<file path="src/common/acp_params.svh">
`ifndef ACP_PARAMS_SVH
`define ACP_PARAMS_SVH

// register byte offsets on the apb window
`define ACP_CTRL_OFF        12'h000
`define ACP_TXQ_OFF         12'h004
`define ACP_RXQ_OFF         12'h008
`define ACP_STAT_OFF        12'h00c

// control register fields
`define ACP_BYTE_ORDER_BIT  31
`define ACP_SLAVE_ID_HI     28
`define ACP_SLAVE_ID_LO     24
`define ACP_TX_XHDR_HI      21
`define ACP_TX_XHDR_LO      18
`define ACP_TX_EN_BIT       16
`define ACP_MULTI_PHY_BIT   14
`define ACP_RX_XHDR_HI      5
`define ACP_RX_XHDR_LO      2
`define ACP_RX_EN_BIT       0
`define ACP_CTRL_WMASK      32'h9f3d_403d
`define ACP_CTRL_RESET      32'h0000_0000

// status register fields
`define ACP_STAT_TXLVL_HI   7
`define ACP_STAT_TXLVL_LO   0
`define ACP_STAT_RXLVL_HI   15
`define ACP_STAT_RXLVL_LO   8
`define ACP_STAT_TXBUSY_BIT 16
`define ACP_STAT_RXBUSY_BIT 17

// cell geometry
`define ACP_STD_CELL_BYTES  7'h35
`define ACP_SYNC_W          16

`endif

</file>
<file path="src/common/acp_pkg.sv">
package acp_pkg;

  // transmit serializer states
  typedef enum logic [0:0] {
    ACP_TX_IDLE,
    ACP_TX_SEND
  } acp_tx_state_e;

  typedef logic [31:0] acp_word_t;

endpackage

</file>
<file path="src/verilog/acp_word_fifo.sv">
`timescale 1ns/1ps

// word queue holding cell data between the bus and the link side
module acp_word_fifo #(
  parameter int WIDTH = 32,
  parameter int DEPTH = 16,
  parameter int LW    = $clog2(DEPTH + 1)
) (
  input  wire logic             clk,
  input  wire logic             rst_n,
  input  wire logic             clr,
  input  wire logic             wr_valid,
  output logic                  wr_ready,
  input  wire logic [WIDTH-1:0] wr_data,
  output logic                  rd_valid,
  input  wire logic             rd_ready,
  output logic [WIDTH-1:0]      rd_data,
  output logic [LW-1:0]         level
);
  localparam int AW = $clog2(DEPTH);

  if ((DEPTH & (DEPTH - 1)) != 0 || DEPTH < 2) begin : g_bad_depth
    $error("acp_word_fifo: DEPTH must be a power of two");
  end

  logic [WIDTH-1:0] mem [DEPTH];
  logic [AW-1:0]    wr_ptr_reg;
  logic [AW-1:0]    rd_ptr_reg;
  logic [LW-1:0]    level_reg;
  logic             push;
  logic             pop;

  // handshake terms; a flush refuses both sides
  assign push     = wr_valid & wr_ready;
  assign pop      = rd_valid & rd_ready;
  assign wr_ready = ~clr & (level_reg != LW'(DEPTH));
  assign rd_valid = ~clr & (level_reg != '0);
  assign rd_data  = mem[rd_ptr_reg];
  assign level    = level_reg;

  // storage has no reset; only pointers matter
  always_ff @(posedge clk) begin
    if (push) begin
      mem[wr_ptr_reg] <= wr_data;
    end
  end

  // pointers and fill level
  always_ff @(posedge clk or negedge rst_n) begin
    if (!rst_n) begin
      wr_ptr_reg <= '0;
      rd_ptr_reg <= '0;
      level_reg  <= '0;
    end else if (clr) begin
      wr_ptr_reg <= '0;
      rd_ptr_reg <= '0;
      level_reg  <= '0;
    end else begin
      wr_ptr_reg <= push ? wr_ptr_reg + AW'(1) : wr_ptr_reg;
      rd_ptr_reg <= pop ? rd_ptr_reg + AW'(1) : rd_ptr_reg;
      case ({push, pop})
        2'b10:   level_reg <= level_reg + LW'(1);
        2'b01:   level_reg <= level_reg - LW'(1);
        default: level_reg <= level_reg;
      endcase
    end
  end
endmodule

</file>
<file path="src/verilog/acp_cell_port.sv">
// Decided for this implementation: the APB slave port and the placing of the registers.
`timescale 1ns/1ps
`include "acp_params.svh"

// What this block does
// (RULE_01) bit 31 picks byte order of queue words; 1 big, 0 little; resets 0
// (RULE_02) reserved control bits read zero and ignore writes
// (RULE_03) bits 28:24 hold the 5-bit slave identity for multi-phy, reset 0
// (RULE_04) in single-phy mode the slave identity is ignored
// (RULE_05) software writes only 0..11 into the tx extra-header count
// (RULE_06) tx extra-header count 0 sends plain 53-byte cells
// (RULE_07) tx extra-header count n sends 53+n byte cells
// (RULE_08) tx enable bit 16 low holds the transmit side in reset
// (RULE_09) tx enable high releases the transmit side to run
// (RULE_10) both queues are reached through their own bus data ports
// (RULE_11) bit 14 picks single-phy (0) or multi-phy (1) for both sides
// (RULE_12) rx enable bit 0 low holds the receive side in reset
// (RULE_13) bits 5:2 give rx extra-header count; cells are 53+n bytes
// (RULE_14) tx and rx enables act on their own direction only
module acp_cell_port #(
  parameter int QDEPTH = 16
) (
  input  wire logic        pclk,
  input  wire logic        presetn,
  input  wire logic        psel,
  input  wire logic        penable,
  input  wire logic        pwrite,
  input  wire logic [11:0] paddr,
  input  wire logic [31:0] pwdata,
  output logic [31:0]      prdata,
  output logic             pready,
  output logic             pslverr,
  input  wire logic [4:0]  link_addr,
  input  wire logic        tx_link_enb_n,
  output logic [7:0]       tx_byte_data,
  output logic             tx_byte_soc,
  output logic             tx_byte_valid,
  output logic             tx_cell_avail,
  input  wire logic [7:0]  rx_byte_data,
  input  wire logic        rx_byte_soc,
  input  wire logic        rx_byte_valid,
  output logic             rx_cell_room
);
  localparam int LW = $clog2(QDEPTH + 1);

  if (QDEPTH < 16 || QDEPTH > 128) begin : g_bad_qdepth
    $error("acp_cell_port: QDEPTH must hold a full cell and fit 8 bits");
  end

  // bytes in one cell for an extra-header count
  function automatic logic [6:0] cell_bytes(input logic [3:0] n);
    return `ACP_STD_CELL_BYTES + {3'h0, n};
  endfunction

  // queue words that one cell occupies
  function automatic logic [7:0] cell_words(input logic [3:0] n);
    logic [6:0] b;
    b = cell_bytes(n) + 7'h03;
    return {3'h0, b[6:2]};
  endfunction

  // bit offset of a byte lane inside a queue word
  function automatic logic [4:0] lane_shift(input logic big,
                                            input logic [1:0] lane);
    return big ? {~lane, 3'h0} : {lane, 3'h0};
  endfunction

  logic [31:0]               ctrl_reg;
  logic [31:0]               ctrl_next;
  logic [31:0]               prdata_reg;
  logic                      pready_reg;
  logic                      pslverr_reg;
  logic [`ACP_SYNC_W-1:0]    sync1_reg;
  logic [`ACP_SYNC_W-1:0]    sync2_reg;
  logic                      rx_valid_old_reg;
  acp_pkg::acp_tx_state_e    tx_state_reg;
  logic [6:0]                tx_cnt_reg;
  logic [7:0]                tx_byte_data_reg;
  logic                      tx_byte_soc_reg;
  logic                      tx_byte_valid_reg;
  logic                      tx_cell_avail_reg;
  logic                      rx_active_reg;
  logic [6:0]                rx_cnt_reg;
  logic [31:0]               rx_word_reg;
  logic                      rx_cell_room_reg;

  // control fields
  wire        byte_big   = ctrl_reg[`ACP_BYTE_ORDER_BIT];
  wire [4:0]  slave_id   = ctrl_reg[`ACP_SLAVE_ID_HI:`ACP_SLAVE_ID_LO];
  wire [3:0]  tx_xhdr    = ctrl_reg[`ACP_TX_XHDR_HI:`ACP_TX_XHDR_LO];
  wire        tx_en      = ctrl_reg[`ACP_TX_EN_BIT];
  wire        multi_phy  = ctrl_reg[`ACP_MULTI_PHY_BIT];
  wire [3:0]  rx_xhdr    = ctrl_reg[`ACP_RX_XHDR_HI:`ACP_RX_XHDR_LO];
  wire        rx_en      = ctrl_reg[`ACP_RX_EN_BIT];

  // synchronised link pins
  wire        enb_n_s    = sync2_reg[15];
  wire [4:0]  addr_s     = sync2_reg[14:10];
  wire        rx_valid_s = sync2_reg[9];
  wire        rx_soc_s   = sync2_reg[8];
  wire [7:0]  rx_data_s  = sync2_reg[7:0];

  // queue wiring
  logic              txq_wready;
  logic [31:0]       txq_rdata;
  logic [LW-1:0]     txq_level;
  logic              rxq_rvalid;
  logic [31:0]       rxq_rdata;
  logic [LW-1:0]     rxq_level;
  wire  [7:0]        txq_lvl8 = 8'(txq_level);
  wire  [7:0]        rxq_lvl8 = 8'(rxq_level);

  // apb decode; effects land on the completing edge
  wire apb_access = psel & penable & ~pready_reg;
  wire apb_done   = psel & penable & pready_reg;
  wire sel_ctrl   = paddr == `ACP_CTRL_OFF;
  wire sel_txq    = paddr == `ACP_TXQ_OFF;
  wire sel_rxq    = paddr == `ACP_RXQ_OFF;
  wire sel_stat   = paddr == `ACP_STAT_OFF;
  wire mapped     = sel_ctrl | sel_txq | sel_rxq | sel_stat;
  wire wr_ctrl    = apb_done & pwrite & sel_ctrl;
  wire txq_push   = apb_done & pwrite & sel_txq & txq_wready; // RULE_10
  wire rxq_pop    = apb_done & ~pwrite & sel_rxq & rxq_rvalid
                  & ~pslverr_reg; // RULE_10
  wire apb_err    = ~mapped | (pwrite & sel_txq & ~txq_wready)
                  | (~pwrite & sel_rxq & ~rxq_rvalid);

  // read data selection
  wire [31:0] stat_word = {14'h0, rx_active_reg,
                           tx_state_reg == acp_pkg::ACP_TX_SEND,
                           rxq_lvl8, txq_lvl8};
  wire [31:0] rd_mux = sel_ctrl ? ctrl_reg :
                       sel_rxq  ? (rxq_rvalid ? rxq_rdata : 32'h0) :
                       sel_stat ? stat_word : 32'h0;

  // reserved positions masked off on write
  assign ctrl_next = wr_ctrl ? (pwdata & `ACP_CTRL_WMASK)
                             : ctrl_reg; // RULE_02

  // bus slave flops: one wait state per access
  always_ff @(posedge pclk or negedge presetn) begin
    if (!presetn) begin
      ctrl_reg    <= `ACP_CTRL_RESET; // RULE_01
      prdata_reg  <= 32'h0;
      pready_reg  <= 1'b0;
      pslverr_reg <= 1'b0;
    end else begin
      ctrl_reg    <= ctrl_next;
      pready_reg  <= apb_access;
      pslverr_reg <= apb_access & apb_err;
      if (apb_access) begin
        prdata_reg <= pwrite ? 32'h0 : rd_mux;
      end
    end
  end

  // two-flop synchroniser for link pins
  always_ff @(posedge pclk or negedge presetn) begin
    if (!presetn) begin
      sync1_reg        <= 16'h8000;
      sync2_reg        <= 16'h8000;
      rx_valid_old_reg <= 1'b0;
    end else begin
      sync1_reg        <= {tx_link_enb_n, link_addr, rx_byte_valid,
                           rx_byte_soc, rx_byte_data};
      sync2_reg        <= sync1_reg;
      rx_valid_old_reg <= rx_valid_s;
    end
  end

  // port selection; identity only counts in multi-phy mode
  wire id_hit = addr_s == slave_id; // RULE_03
  wire tx_sel = ~multi_phy | id_hit; // RULE_04 RULE_11
  wire rx_sel = ~multi_phy | id_hit; // RULE_04 RULE_11

  // transmit serializer terms
  wire [6:0] tx_len   = cell_bytes(tx_xhdr); // RULE_06 RULE_07
  wire       tx_ready = txq_lvl8 >= cell_words(tx_xhdr);
  wire       tx_start = tx_state_reg == acp_pkg::ACP_TX_IDLE & tx_en
                      & tx_sel & ~enb_n_s & tx_ready; // RULE_09
  wire       tx_fire  = tx_state_reg == acp_pkg::ACP_TX_SEND & ~enb_n_s;
  wire       tx_last  = tx_cnt_reg == tx_len - 7'h01;
  wire       txq_pop  = tx_fire & ((tx_cnt_reg[1:0] == 2'h3) | tx_last);
  wire [31:0] tx_shifted = txq_rdata >> lane_shift(byte_big, tx_cnt_reg[1:0]);

  // transmit state; disable holds everything in reset
  always_ff @(posedge pclk or negedge presetn) begin
    if (!presetn) begin
      tx_state_reg <= acp_pkg::ACP_TX_IDLE;
      tx_cnt_reg   <= 7'h0;
    end else if (!tx_en) begin
      tx_state_reg <= acp_pkg::ACP_TX_IDLE; // RULE_08 RULE_14
      tx_cnt_reg   <= 7'h0;
    end else begin
      case (tx_state_reg)
        acp_pkg::ACP_TX_IDLE: begin
          tx_cnt_reg <= 7'h0;
          if (tx_start) begin
            tx_state_reg <= acp_pkg::ACP_TX_SEND;
          end
        end
        acp_pkg::ACP_TX_SEND: begin
          if (tx_fire) begin
            tx_cnt_reg <= tx_last ? 7'h0 : tx_cnt_reg + 7'h01;
            if (tx_last) begin
              tx_state_reg <= acp_pkg::ACP_TX_IDLE; // RULE_07
            end
          end
        end
        default: tx_state_reg <= acp_pkg::ACP_TX_IDLE;
      endcase
    end
  end

  // transmit pin flops
  always_ff @(posedge pclk or negedge presetn) begin
    if (!presetn) begin
      tx_byte_data_reg  <= 8'h0;
      tx_byte_soc_reg   <= 1'b0;
      tx_byte_valid_reg <= 1'b0;
      tx_cell_avail_reg <= 1'b0;
    end else begin
      tx_byte_valid_reg <= tx_en & tx_fire; // RULE_08
      tx_byte_soc_reg   <= tx_en & tx_fire & (tx_cnt_reg == 7'h0);
      tx_byte_data_reg  <= (tx_en & tx_fire) ? tx_shifted[7:0]
                                             : 8'h0; // RULE_01
      tx_cell_avail_reg <= tx_en & tx_sel & tx_ready;
    end
  end

  // receive assembler terms
  wire [6:0]  rx_len    = cell_bytes(rx_xhdr); // RULE_13
  wire        rx_strobe = rx_valid_s & ~rx_valid_old_reg & rx_en & rx_sel;
  wire        rx_take   = rx_strobe & (rx_soc_s | rx_active_reg);
  wire [6:0]  rx_idx    = rx_soc_s ? 7'h0 : rx_cnt_reg;
  wire        rx_last   = rx_idx == rx_len - 7'h01;
  wire [31:0] rx_base   = (rx_idx[1:0] == 2'h0) ? 32'h0 : rx_word_reg;
  wire [31:0] rx_merged = rx_base
                        | ({24'h0, rx_data_s}
                           << lane_shift(byte_big, rx_idx[1:0])); // RULE_01
  wire        rxq_push  = rx_take & ((rx_idx[1:0] == 2'h3) | rx_last);

  // receive state; disable holds it in reset
  always_ff @(posedge pclk or negedge presetn) begin
    if (!presetn) begin
      rx_active_reg <= 1'b0;
      rx_cnt_reg    <= 7'h0;
      rx_word_reg   <= 32'h0;
    end else if (!rx_en) begin
      rx_active_reg <= 1'b0; // RULE_12 RULE_14
      rx_cnt_reg    <= 7'h0;
      rx_word_reg   <= 32'h0;
    end else if (rx_take) begin
      rx_active_reg <= ~rx_last; // RULE_13
      rx_cnt_reg    <= rx_last ? 7'h0 : rx_idx + 7'h01;
      rx_word_reg   <= rx_merged;
    end
  end

  // receive room flag toward the master
  always_ff @(posedge pclk or negedge presetn) begin
    if (!presetn) begin
      rx_cell_room_reg <= 1'b0;
    end else begin
      rx_cell_room_reg <= rx_en & rx_sel
                        & ((8'(QDEPTH) - rxq_lvl8) >= cell_words(rx_xhdr));
    end
  end

  // transmit queue: bus fills, serializer drains
  acp_word_fifo #(
    .WIDTH (32),
    .DEPTH (QDEPTH)
  ) u_txq (
    .clk      (pclk),
    .rst_n    (presetn),
    .clr      (~tx_en),
    .wr_valid (txq_push),
    .wr_ready (txq_wready),
    .wr_data  (pwdata),
    .rd_valid (),
    .rd_ready (txq_pop),
    .rd_data  (txq_rdata),
    .level    (txq_level)
  );

  // receive queue: assembler fills, bus drains
  acp_word_fifo #(
    .WIDTH (32),
    .DEPTH (QDEPTH)
  ) u_rxq (
    .clk      (pclk),
    .rst_n    (presetn),
    .clr      (~rx_en),
    .wr_valid (rxq_push),
    .wr_ready (),
    .wr_data  (rx_merged),
    .rd_valid (rxq_rvalid),
    .rd_ready (rxq_pop),
    .rd_data  (rxq_rdata),
    .level    (rxq_level)
  );

  assign prdata        = prdata_reg;
  assign pready        = pready_reg;
  assign pslverr       = pslverr_reg;
  assign tx_byte_data  = tx_byte_data_reg;
  assign tx_byte_soc   = tx_byte_soc_reg;
  assign tx_byte_valid = tx_byte_valid_reg;
  assign tx_cell_avail = tx_cell_avail_reg;
  assign rx_cell_room  = rx_cell_room_reg;

  // helper: bytes driven since the last start of cell
  logic [6:0] tx_seen_reg;
  always_ff @(posedge pclk or negedge presetn) begin
    if (!presetn) begin
      tx_seen_reg <= 7'h0;
    end else if (tx_byte_valid_reg) begin
      tx_seen_reg <= tx_byte_soc_reg ? 7'h01 : tx_seen_reg + 7'h01;
    end
  end
endmodule

</file>
<file path="config.mk">
export PLATFORM = sky130hd
export DESIGN_NAME = acp_cell_port
export DESIGN_NICKNAME = d
export VERILOG_FILES = /design/src/common/acp_pkg.sv /design/src/verilog/acp_word_fifo.sv /design/src/verilog/acp_cell_port.sv
export VERILOG_INCLUDE_DIRS = /design/src /design/src/common
export SDC_FILE = /design/constraint.sdc
export NUM_CORES = 1
export LEC_CHECK = 0
export BUFFER_PORTS_ARGS = -buffer_cell sky130_fd_sc_hd__buf_2
export CAP_MARGIN = 20
export CORE_MARGIN = 1.5
export CORE_UTILIZATION = 50
export CTS_CLUSTER_DIAMETER = 120
export CTS_CLUSTER_SIZE = 12
export DETAILED_ROUTE_END_ITERATION = 16
export GPL_TIMING_DRIVEN = 0
export PLACE_DENSITY = 0.65
export SYNTH_ARGS = -nofsm -noshare
export SYNTH_HDL_FRONTEND = slang
export SYNTH_SLANG_ARGS = --single-unit
</file>
<file path="constraint.sdc">
create_clock -name pclk -period 7.6 [get_ports pclk]
set_input_delay 0.38 -clock pclk [delete_from_list [all_inputs] [get_ports pclk]]
set_output_delay 0.38 -clock pclk [all_outputs]
set_load 0.05 [all_outputs]
</file>
==> metrics <==
outcome finished clean; cts repair resizes 0; Die Ht 310.9 µm; Achievable Freq 0.2323 GHz; startpoint of the worst register-to-register path ctrl_reg[4]$_DFFE_PN0P_; ratio of cells with drive above 1 in the final layout 26.61%; sequential fraction of the synthesis area 73.85%; Detail Placement HPWL 77.74 mm; final core utilization 57.90%; routed length per instance 29.59 µm; data arrival time at the worst-slack endpoint 4680 ps; worst IR drop on VDD 200.9 µV; number of warnings reported in the yosys synthesis log 0; Reg2Reg Setup Slack 3300 ps; post-synthesis net count 2,495; remaining antenna violation count after routing 0; Leak 18.34 nW; Layout Cells excl Fill 4,071; signed area change from the synthesized netlist to the final layout 14.33%; CTS Root Cell sky130_fd_sc_hd__clkbuf_16; RR Endpoint u_rxq.mem[11][7]$_DFFE_PP_; pin count of the biggest net entering global routing 117; most frequent standard cell in the layout excluding fill and tap cells sky130_fd_sc_hd__edfxtp_1; class of the tightest hold or removal check in -> reg; number of enable flip-flop cells after synthesis 1,024; crit share post-route 56.63%; Fin Clk Skew 31.36 ps; setup-violating endpoint count in the final report 0; clock tree from TritonCTS yes; critical setup path kind reg -> reg; number of antenna violations at the first check in global routing 6; wire length reported by the detailed router 120.4 mm; largest registers u_rxq.mem (512), u_txq.mem (512); Worst-Skew Late Latency 700 ps; Setup WS pre-CTS 3458 ps; IO Port Bufs 110; beginning of the critical path ctrl_reg[4]$_DFFE_PN0P_; number of cells traversed by the worst hold path 1; worst-case setup margin in the final layout 3296 ps; Hold Fails Final Rpt 0; number of unique standard cell types used by synthesis 72; Async S/R FF share, synth 14.24%; number of storage elements in the synthesis netlist 1,194; global-route wire length before repair 174.4 mm; router iterations before antenna repair 5; cell area power density 237.1 nW/µm²; hold_sp pwdata[12]; number of placed cells counting well taps 3,854; drt initial violations 3,144; number of placement rows 112; commonest register cell after synthesis sky130_fd_sc_hd__edfxtp_1; CTS Sinks 1,194; count of max-cap constraint violations 0; CTS Buf Count 109; Post-Synthesis Cells 2,393; Tot GR Track Use 25.02%; slew at the pin closest to its max-slew limit 1127 ps; final weighted congestion in routability-driven placement 0.8520; IO Pins 111; Clock transition at path regs 60 ps; routed via count 25,170; crit path launch type flop; minimum period implied by the final worst setup slack 4304 ps; initial core utilization 50.64%; crit path capture type flop; number of global-route vias before repair 25,600; unrepaired setup endpoints after global routing no; Max FO, Critical Path 18; remaining design rule violation count 0; mean area per synthesized cell 19.81 µm²; remaining global-route overflow 0; endpoint of the most critical setup path u_rxq.mem[11][7]$_DFFE_PP_; total power after layout 0.01285 W; maximum root-to-sink buffer count 3; total number of H-tree levels 3; total standard cell area after synthesis 47,400 µm²; floorplan die width 310.9 µm; # nets final 2,835; Vias per Instance 6.182; worst rel slew slack 24.39%; fill cell count 6,975; core region area 93,610 µm²; die area 96,660 µm²; required time worst endpoint 7980 ps; leading cell types in the layout, fill and taps excluded 1,024 x sky130_fd_sc_hd__edfxtp_1, 311 x sky130_fd_sc_hd__mux4_2, 168 x sky130_fd_sc_hd__dfrtp_1, 147 x sky130_fd_sc_hd__buf_2, 140 x sky130_fd_sc_hd__clkbuf_1; Pins Over Slew Limit 0; cell depth of the worst flop-to-flop path 12
==> synthesized netlist by cell type (all sizes together), types with 5 or more instances <==
| cell | number | share of area, % |
|---|---|---|
| xnor2 | 21 | 0.39 |
| nand3 | 23 | 0.24 |
| and3 | 8 | 0.11 |
| ha | 37 | 0.98 |
| nand2 | 106 | 0.84 |
| a21oi | 21 | 0.23 |
| dfrtp | 168 | 8.9 |
| nor3b | 5 | 0.090 |
| inv | 86 | 0.68 |
| clkbuf | 60 | 0.48 |
| nor2b | 8 | 0.12 |
| mux2i | 35 | 0.74 |
| buf | 66 | 0.82 |
| mux4 | 311 | 15 |
| nor4 | 8 | 0.11 |
| mux2 | 15 | 0.36 |
| nand4 | 11 | 0.15 |
| o21ai | 79 | 0.83 |
| nor2 | 47 | 0.37 |
| a22oi | 16 | 0.25 |
| a221oi | 8 | 0.15 |
| o22ai | 14 | 0.18 |
| a22o | 19 | 0.35 |
| a21o | 40 | 0.63 |
| and2 | 22 | 0.29 |
| nor3 | 49 | 0.53 |
| edfxtp | 1024 | 65 |
| nand2b | 11 | 0.15 |
| xor2 | 16 | 0.30 |
==> cells by family after synthesis <==
family	synth area share, %
AO/OA/AOI/OAI	3.376
adder cells (fa/ha/maj)	0.9766
AND/OR/NAND/NOR	3.252
multiplexers	15.87
XOR/XNOR	0.6836
flip-flops	73.85
buffers and inverters	1.993
==> per-stage QoR <==
step,cell area (µm²),setup TNS [ps],hold WS [ps]
final,54200,0,47.25
after global routing,54190,0,40.58
after CTS,54140,0,8.677
after detailed placement,50870,0,334.7
after global placement,49520,-313970,333.9
after floorplan,47400,0,84.41
==> power breakdown <==
group	internal [W]	switching (W)
logic	0.000154	0.000373
registers	0.00727	0.0000481
clock network	0.00271	0.00229
total	0.0101	0.00271
==> routing by layer <==
| metal | up-vias | GRT usage [%] | routed length (µm) | share of wire [%] |
|---|---|---|---|---|
| met5 | - | 0 | 46 | 0.038 |
| met1 | 13410 | 33.44 | 46950 | 39 |
| met2 | 1173 | 41.52 | 59980 | 50 |
| met4 | 8 | 7.827 | 3440 | 2.9 |
| li1 | 10340 | - | - | - |
| met3 | 229 | 5.239 | 10020 | 8.3 |
==> cell type report <==
| type | count | area (µm²) | area share (%) |
|---|---|---|---|
| multi-input combinational | 985 | 11600 | 21.41 |
| clock buffer | 191 | 3078 | 5.679 |
| inverter | 88 | 330.3 | 0.6095 |
| antenna | 2 | 5.005 | 0.009235 |
| timing repair buffer | 229 | 1973 | 3.641 |
| buffer | 126 | 614.3 | 1.134 |
| sequential | 1194 | 35010 | 64.59 |
| clock inverter | 2 | 17.52 | 0.03232 |
| tap | 1254 | 1569 | 2.895 |
==> worst min path at each step <==
stage | endpoint | slack (ps)
5_1_grt | u_txq.mem[12][12]$_DFFE_PP_ | 40
3_5_place_dp | sync2_reg[12]$_DFF_PN0_ | 330
2_1_floorplan | ctrl_reg[0]$_DFFE_PN0P_ | 80
4_1_cts | u_txq.mem[2][10]$_DFFE_PP_ | 9
3_3_place_gp | sync2_reg[6]$_DFF_PN0_ | 330
6_report | u_txq.mem[12][12]$_DFFE_PP_ | 50
==> worst max-delay path, cell delays in order (launching register included) <==
cell and delay [ps]:
sky130_fd_sc_hd__dfrtp_1 460, sky130_fd_sc_hd__clkbuf_1 380, sky130_fd_sc_hd__inv_1 160, sky130_fd_sc_hd__ha_1 370, sky130_fd_sc_hd__nor4b_1 300, sky130_fd_sc_hd__a31oi_1 70
sky130_fd_sc_hd__nor2_1 110, sky130_fd_sc_hd__o211a_2 300, sky130_fd_sc_hd__o211a_1 200, sky130_fd_sc_hd__buf_4 200, sky130_fd_sc_hd__nand3b_1 350, sky130_fd_sc_hd__nor2_4 780
sky130_fd_sc_hd__buf_12 290
==> what timing repair did <==
action | CTS | global route
hold buffers | 17 | 0
endpoints found under the hold margin | 70 | 0
setup buffers | 0 | 0
Power figures use the tool's default switching activity.
